==> src/hw/cbao_pkg.sv <==
// Package for the complement and BCD adjust execution block.
// Assumes one synchronous core clock and an operation code from the decoder.
package cbao_pkg;

  // ****************************************
  // Operation codes
  // ****************************************
  typedef enum logic [1:0] {
    CBAO_OP_NONE = 2'b00,
    CBAO_OP_INVERT_IN_PLACE = 2'b01,
    CBAO_OP_INVERT_TO_WORK = 2'b10,
    CBAO_OP_BCD_ADJUST_OP = 2'b11
  } cbao_op_t;

  // ****************************************
  // Data widths and BCD constants
  // ****************************************
  localparam int CBAO_DATA_W = 8;
  localparam int CBAO_NIB_W = 4;
  localparam logic [3:0] CBAO_NIB_MAX = 4'h9;
  localparam logic [3:0] CBAO_NIB_CORR = 4'h6;
  localparam logic [7:0] CBAO_ZERO_BYTE = 8'h00;
  localparam logic [7:0] CBAO_ALL_ONES = 8'hFF;

endpackage : cbao_pkg

==> src/hw/cbao_nib_check.sv <==
// Decides whether one BCD nibble needs the decimal correction.
// Purely combinational; the caller registers the result.
module cbao_nib_check #(
  parameter int NIB_W = 4
) (
  // Nibble and its carry-type flag
  input wire logic [NIB_W-1:0] i_nibble,
  input wire logic i_flag,
  // Correction request
  output logic o_need
);

  always_comb begin
    o_need = (i_nibble > NIB_W'(cbao_pkg::CBAO_NIB_MAX)) || i_flag;
  end

endmodule : cbao_nib_check

==> src/hw/cbao_core.sv <==
// Execution logic for in-place invert, invert to the working register and BCD adjust.
// Assumes the decoder presents one operation per valid cycle together with the operand
// byte already read from data memory, the working register and the current flags.
// Results come back one clock later as single-cycle write strobes with data.

// Contract
// - In-place invert writes the inverted memory byte back to memory and updates the nil flag.
// - Invert to work puts the inverted memory byte in the working register, memory untouched.
// - BCD adjust adds 6 to the low nibble when it exceeds 9 or the half-nibble flag is set.
// - BCD adjust adds 6 to the high nibble when it exceeds 9 or the wraparound flag is set.
// - The correction is one 8-bit addition of 00H, 06H, 60H or 66H to the working value.
// - BCD adjust reads the working register and writes the result only to data memory.
// - BCD adjust touches no flag but the wraparound flag, which marks a decimal sum of 100 or more.
module cbao_core #(
  parameter int DATA_W = cbao_pkg::CBAO_DATA_W
) (
  // Clock and reset
  input wire logic i_clk_sys,
  input wire logic i_rst_b,
  // Operation request from the decoder
  input wire logic i_op_valid,
  input wire cbao_pkg::cbao_op_t i_op_code,
  // Operands
  input wire logic [DATA_W-1:0] i_mem_data,
  input wire logic [DATA_W-1:0] i_work_register,
  input wire logic i_half_nibble_flag,
  input wire logic i_wrap_flag,
  // Data memory write-back
  output logic o_mem_wr,
  output logic [DATA_W-1:0] o_mem_wdata,
  // Working register write-back
  output logic o_work_wr,
  output logic [DATA_W-1:0] o_work_wdata,
  // Flag updates
  output logic o_nil_flag_wr,
  output logic o_nil_flag,
  output logic o_wrap_flag_wr,
  output logic o_wrap_flag
);

  localparam int NIB_W = cbao_pkg::CBAO_NIB_W;

  // ****************************************
  // Nibble tests
  // ****************************************
  logic low_need;
  logic high_need;

  cbao_nib_check #(
    .NIB_W(NIB_W)
  ) u_low_check (
    .i_nibble(i_work_register[NIB_W-1:0]),
    .i_flag(i_half_nibble_flag),
    .o_need(low_need)
  );

  cbao_nib_check #(
    .NIB_W(NIB_W)
  ) u_high_check (
    .i_nibble(i_work_register[DATA_W-1:DATA_W-NIB_W]),
    .i_flag(i_wrap_flag),
    .o_need(high_need)
  );

  // ****************************************
  // Datapath
  // ****************************************
  logic [DATA_W-1:0] inverted;
  logic [DATA_W-1:0] bcd_corr;
  logic [DATA_W:0] bcd_sum;

  always_comb begin
    inverted = ~i_mem_data;
    // Single 8-bit add; low nibble carry ripples into the high nibble naturally
    bcd_corr = {(high_need ? cbao_pkg::CBAO_NIB_CORR : 4'h0),
                (low_need ? cbao_pkg::CBAO_NIB_CORR : 4'h0)};
    bcd_sum = {1'b0, i_work_register} + {1'b0, bcd_corr};
  end

  // ****************************************
  // Next-state logic
  // ****************************************
  logic next_mem_wr;
  logic [DATA_W-1:0] next_mem_wdata;
  logic next_work_wr;
  logic [DATA_W-1:0] next_work_wdata;
  logic next_nil_flag_wr;
  logic next_nil_flag;
  logic next_wrap_flag_wr;
  logic next_wrap_flag;

  always_comb begin
    next_mem_wr = 1'b0;
    next_mem_wdata = o_mem_wdata;
    next_work_wr = 1'b0;
    next_work_wdata = o_work_wdata;
    next_nil_flag_wr = 1'b0;
    next_nil_flag = o_nil_flag;
    next_wrap_flag_wr = 1'b0;
    next_wrap_flag = o_wrap_flag;
    if (i_op_valid) begin
      case (i_op_code)
        cbao_pkg::CBAO_OP_INVERT_IN_PLACE: begin
          next_mem_wr = 1'b1;
          next_mem_wdata = inverted;
          next_nil_flag_wr = 1'b1;
          next_nil_flag = (inverted == cbao_pkg::CBAO_ZERO_BYTE);
        end
        cbao_pkg::CBAO_OP_INVERT_TO_WORK: begin
          next_work_wr = 1'b1;
          next_work_wdata = inverted;
          next_nil_flag_wr = 1'b1;
          next_nil_flag = (inverted == cbao_pkg::CBAO_ZERO_BYTE);
        end
        cbao_pkg::CBAO_OP_BCD_ADJUST_OP: begin
          // Result goes to memory only; working register is left alone
          next_mem_wr = 1'b1;
          next_mem_wdata = bcd_sum[DATA_W-1:0];
          // Sticky OR keeps a carry from the preceding add for chained bytes
          next_wrap_flag_wr = 1'b1;
          next_wrap_flag = bcd_sum[DATA_W] | i_wrap_flag;
        end
        default: begin
          next_mem_wr = 1'b0;
        end
      endcase
    end
  end

  // ****************************************
  // Registers
  // ****************************************
  always_ff @(posedge i_clk_sys or negedge i_rst_b) begin
    if (!i_rst_b) begin
      o_mem_wr <= 1'b0;
      o_mem_wdata <= cbao_pkg::CBAO_ZERO_BYTE;
      o_work_wr <= 1'b0;
      o_work_wdata <= cbao_pkg::CBAO_ZERO_BYTE;
      o_nil_flag_wr <= 1'b0;
      o_nil_flag <= 1'b0;
      o_wrap_flag_wr <= 1'b0;
      o_wrap_flag <= 1'b0;
    end else begin
      o_mem_wr <= next_mem_wr;
      o_mem_wdata <= next_mem_wdata;
      o_work_wr <= next_work_wr;
      o_work_wdata <= next_work_wdata;
      o_nil_flag_wr <= next_nil_flag_wr;
      o_nil_flag <= next_nil_flag;
      o_wrap_flag_wr <= next_wrap_flag_wr;
      o_wrap_flag <= next_wrap_flag;
    end
  end
endmodule : cbao_core

==> config.mk <==
export PLATFORM = sky130hd
export DESIGN_NAME = cbao_core
export DESIGN_NICKNAME = d
export VERILOG_FILES = /design/src/hw/cbao_pkg.sv /design/src/hw/cbao_nib_check.sv /design/src/hw/cbao_core.sv
export SDC_FILE = /design/constraint.sdc
export NUM_CORES = 1
export LEC_CHECK = 0
export ABC_AREA = 1
export BUFFER_PORTS_ARGS = -buffer_cell sky130_fd_sc_hd__buf_2
export CORE_ASPECT_RATIO = 0.7
export CORE_MARGIN = 3
export CORE_UTILIZATION = 48
export CTS_BUF_LIST = sky130_fd_sc_hd__clkbuf_16
export DETAILED_ROUTE_END_ITERATION = 6
export GPL_TIMING_DRIVEN = 0
export PLACE_DENSITY_LB_ADDON = 0.3
export SLEW_MARGIN = 10
export SYNTH_ARGS = -nofsm -noshare
export SYNTH_HDL_FRONTEND = slang
export SYNTH_SLANG_ARGS = --single-unit
export TNS_END_PERCENT = 20
==> constraint.sdc <==
create_clock -name i_clk_sys -period 1.1 [get_ports i_clk_sys]
set_clock_uncertainty 0.1 [all_clocks]
set_input_delay 0.11 -clock i_clk_sys [delete_from_list [all_inputs] [get_ports i_clk_sys]]
set_output_delay 0.11 -clock i_clk_sys [all_outputs]
set_load 0.05 [all_outputs]
==> metrics.cfg <==
[status]
outcome = finished, violations left
violations = setup timing

[floorplan]
row_count = 14
die_w_um = 65.45
core_um2 = 2242
die_area_um2 = 3116
io-pin-count = 45
die_h_um = 47.61
start_util_pct = 52.96

[final_layout]
utilization_pct = 83.04
area_growth_pct = 56.80
finalNetCount = 244
drive_gt1_share_pct = 37.74
n_antenna_cell = 0
final_cell_area_um2 = 1862
final_cell_mix = 42 x nand2_1, 32 x buf_2, 22 x dfrtp_1
nFillCells = 136
final_common_cell = nand2_1

[min_path]
worstHoldEndpoint = o_nil_flag_wr
hp-start = i_op_valid
hold_class = primary input to register
hold_depth = 3

[timing]
relSlewSlack_pct = 66.12
worst_pin_slew_ns = 0.5082
whs_ns = 0.01987
min_period_over_period_pct = 134.7
timing.setup.tns_ns = -1.932
fmax_mhz = 674.7
period_minus_slack_ns = 1.482
slew_viol_final = 0
rsz0062_at_grt = yes
worst_slack_ns = -0.3821
hold_viol_final = 0
final-setup-viol-count = 9

[clock_tree]
cts_buffer_depth = 2
cts_tree = done
h-tree-depth = 1
cts_buffers = 3
clockRootBuffer = clkbuf_16
clock_sinks = 22
cts.clk_slew.worst_paths_ns = 0.06
insertion_delay_ns = 0.26

[drt]
drtIter0Drc = 87
viasPerCell = 5.209
first_pass_iters = 4
drc = 0
ant_nets = 0
wire_per_inst_um = 14.98
num_vias = 1271
totalWireLength_um = 3655

[critical_path]
cp_top_family = adder cells
cp.depth = 12
end_kind = register
reg2reg_from = o_wrap_flag
crit_slowest_cell = fa_2
worstPathRequired_ns = 1.20
crit_path_cell_trace = buf_8 -> a21oi_4 -> nand2_4 -> ha_4 -> fa_2 -> nand2_4 -> buf_6 -> buf_4 -> nand2_2 -> o22ai_1 -> nand2_1 -> nand2_1
rrSetupSlack_ns = 0.21
worstSetupStartpointType = primary input
r2r_end = o_wrap_flag
critical_path_buf_inv_count = 3
critPathMaxFanout = 3
crit_type = primary input to register
arrival_ns = 1.58
reg2reg_depth = 3
critPathMaxStageDelay_ns = 0.37

[grt]
grt_usage_pct = 22.55
grt_first_pass_wirelength_um = 5230
overflow = 0
grt_max_degree = 23
antenna_found_initial = 0
grt_pass1_vias = 1166

[yosys]
synth-xor-area-share_pct = 1.475
muxShareOfSynthArea_pct = 0.9484
ys_warn_count = 0
ys_types = 21
synth_fp_nets = 178
synth-compound-area-share_pct = 9.800
syn_avg_cell_area_um2 = 8.077
netlist_area_um2 = 1187
synthAdderAreaFrac_pct = 9.062
ys_seq_area_share_pct = 46.36
synth_top_family_by_area = simple AND/OR/NAND/NOR gates
synthSimpleGateAreaFrac_pct = 25.61
syn_inst = 147
synth_seq_cells = 22

[place]
dp_hpwl_um = 2110
placed_area_um2 = 1453
gp_congestion = 0.7439
numPortBuffers = 44

[pwr]
peakVddDrop_uv = 1449
p_leak_uw = 0.0009918
finalPower_uw = 3111
powerDensity_nw_per_um2 = 1671

[flow_run]
maxCapViolations = 0

[sequential cells by signal (all words and copies together), names as in the netlist]
signal	count
o_work_wr	1
o_wrap_flag_wr	1
o_work_wdata	8
o_mem_wr	1
o_nil_flag	1
o_nil_flag_wr	1
o_mem_wdata	8
o_wrap_flag	1
[layout make-up]
type | count | area, um2 | share of cell area [%]
Multi-Input combinational cell | 107 | 664.4 | 35.69
Buffer | 3 | 26.28 | 1.411
Clock inverter | 1 | 30.03 | 1.613
Clock buffer | 3 | 75.07 | 4.032
Tap cell | 32 | 40.04 | 2.151
Sequential cell | 22 | 550.5 | 29.57
Inverter | 15 | 56.30 | 3.024
Timing Repair Buffer | 61 | 419.2 | 22.51
[cells in the mapped netlist]
cell / instances / area share (%)
or2_0: 1 / 0.53
buf_2: 1 / 0.42
nand3_1: 8 / 3.4
nand4_1: 2 / 1.1
o21ai_1: 11 / 4.6
fa_1: 1 / 1.7
inv_2: 1 / 0.32
a21oi_1: 4 / 1.7
nor2_2: 1 / 0.53
buf_4: 1 / 0.63
buf_6: 1 / 0.95
ha_1: 7 / 7.4
xor2_1: 2 / 1.5
nor2_1: 10 / 3.2
nand2_1: 47 / 15
dfrtp_1: 22 / 46
o22ai_1: 1 / 0.53
mux2_2: 1 / 0.95
inv_1: 14 / 4.4
o21ai_0: 7 / 3.0
nand2_2: 4 / 2.1
[repair_timing]
item                                    4_1_cts  5_1_grt
setup buffers                                 6        2
endpoints found under the hold margin        30        0
pin swaps                                    10       14
hold buffers                                  9        0
endpoints found under the setup margin        7       23
gates resized for setup                      13       26
[tightest hold or removal path, delay by kind of cell]
kind | cells | cell delay, ns
buffers and inverters | 2 | 0.18
and+or+nand+nor | 1 | 0.04
[kinds of logic (layout without fill, tap and decap cells)]
kind of cell    count (synthesis)  after routing
buf+inv                        18             83
fa+ha+maj                       8              8
xor+xnor                        2              2
simple gates                   73             73
mux                             1              1
compound gates                 23             23
flops                          22             22
[stage by stage]
| stage | setup WS (ns) | instances |
|---|---|---|
| after floorplan | -0.4250 | 147 |
| after global placement | -0.6672 | 223 |
| after detailed placement | -0.7211 | 223 |
| after CTS | -0.3741 | 242 |
| after global routing | -0.4940 | 244 |
| final | -0.3821 | 244 |
[report_power, final]
| group | leakage [uW] | switching (uW) | internal (uW) |
|---|---|---|---|
| clock | 0.0000511 | 299 | 723 |
| combinational | 0.000667 | 751 | 345 |
| sequential | 0.000274 | 68.4 | 926 |
[metal layers]
metal,vias up,track usage (%),share of wire [%]
li1,602,-,-
met1,617,27.80,41
met2,48,41.85,53
met3,4,4.695,5.2
met4,0,5.372,0.79
met5,-,0,0
[worst max path at each step]
stage                       start             end  slack, ns
6_report       i_work_register[1]  o_mem_wdata[3]      -0.38
5_1_grt        i_work_register[5]  o_mem_wdata[6]      -0.49
4_1_cts        i_work_register[3]  o_mem_wdata[7]      -0.37
3_5_place_dp   i_work_register[3]  o_mem_wdata[7]      -0.72
3_3_place_gp   i_work_register[3]  o_mem_wdata[7]      -0.67
2_1_floorplan  i_work_register[1]  o_mem_wdata[7]      -0.43
Power figures use the tool's default switching activity.
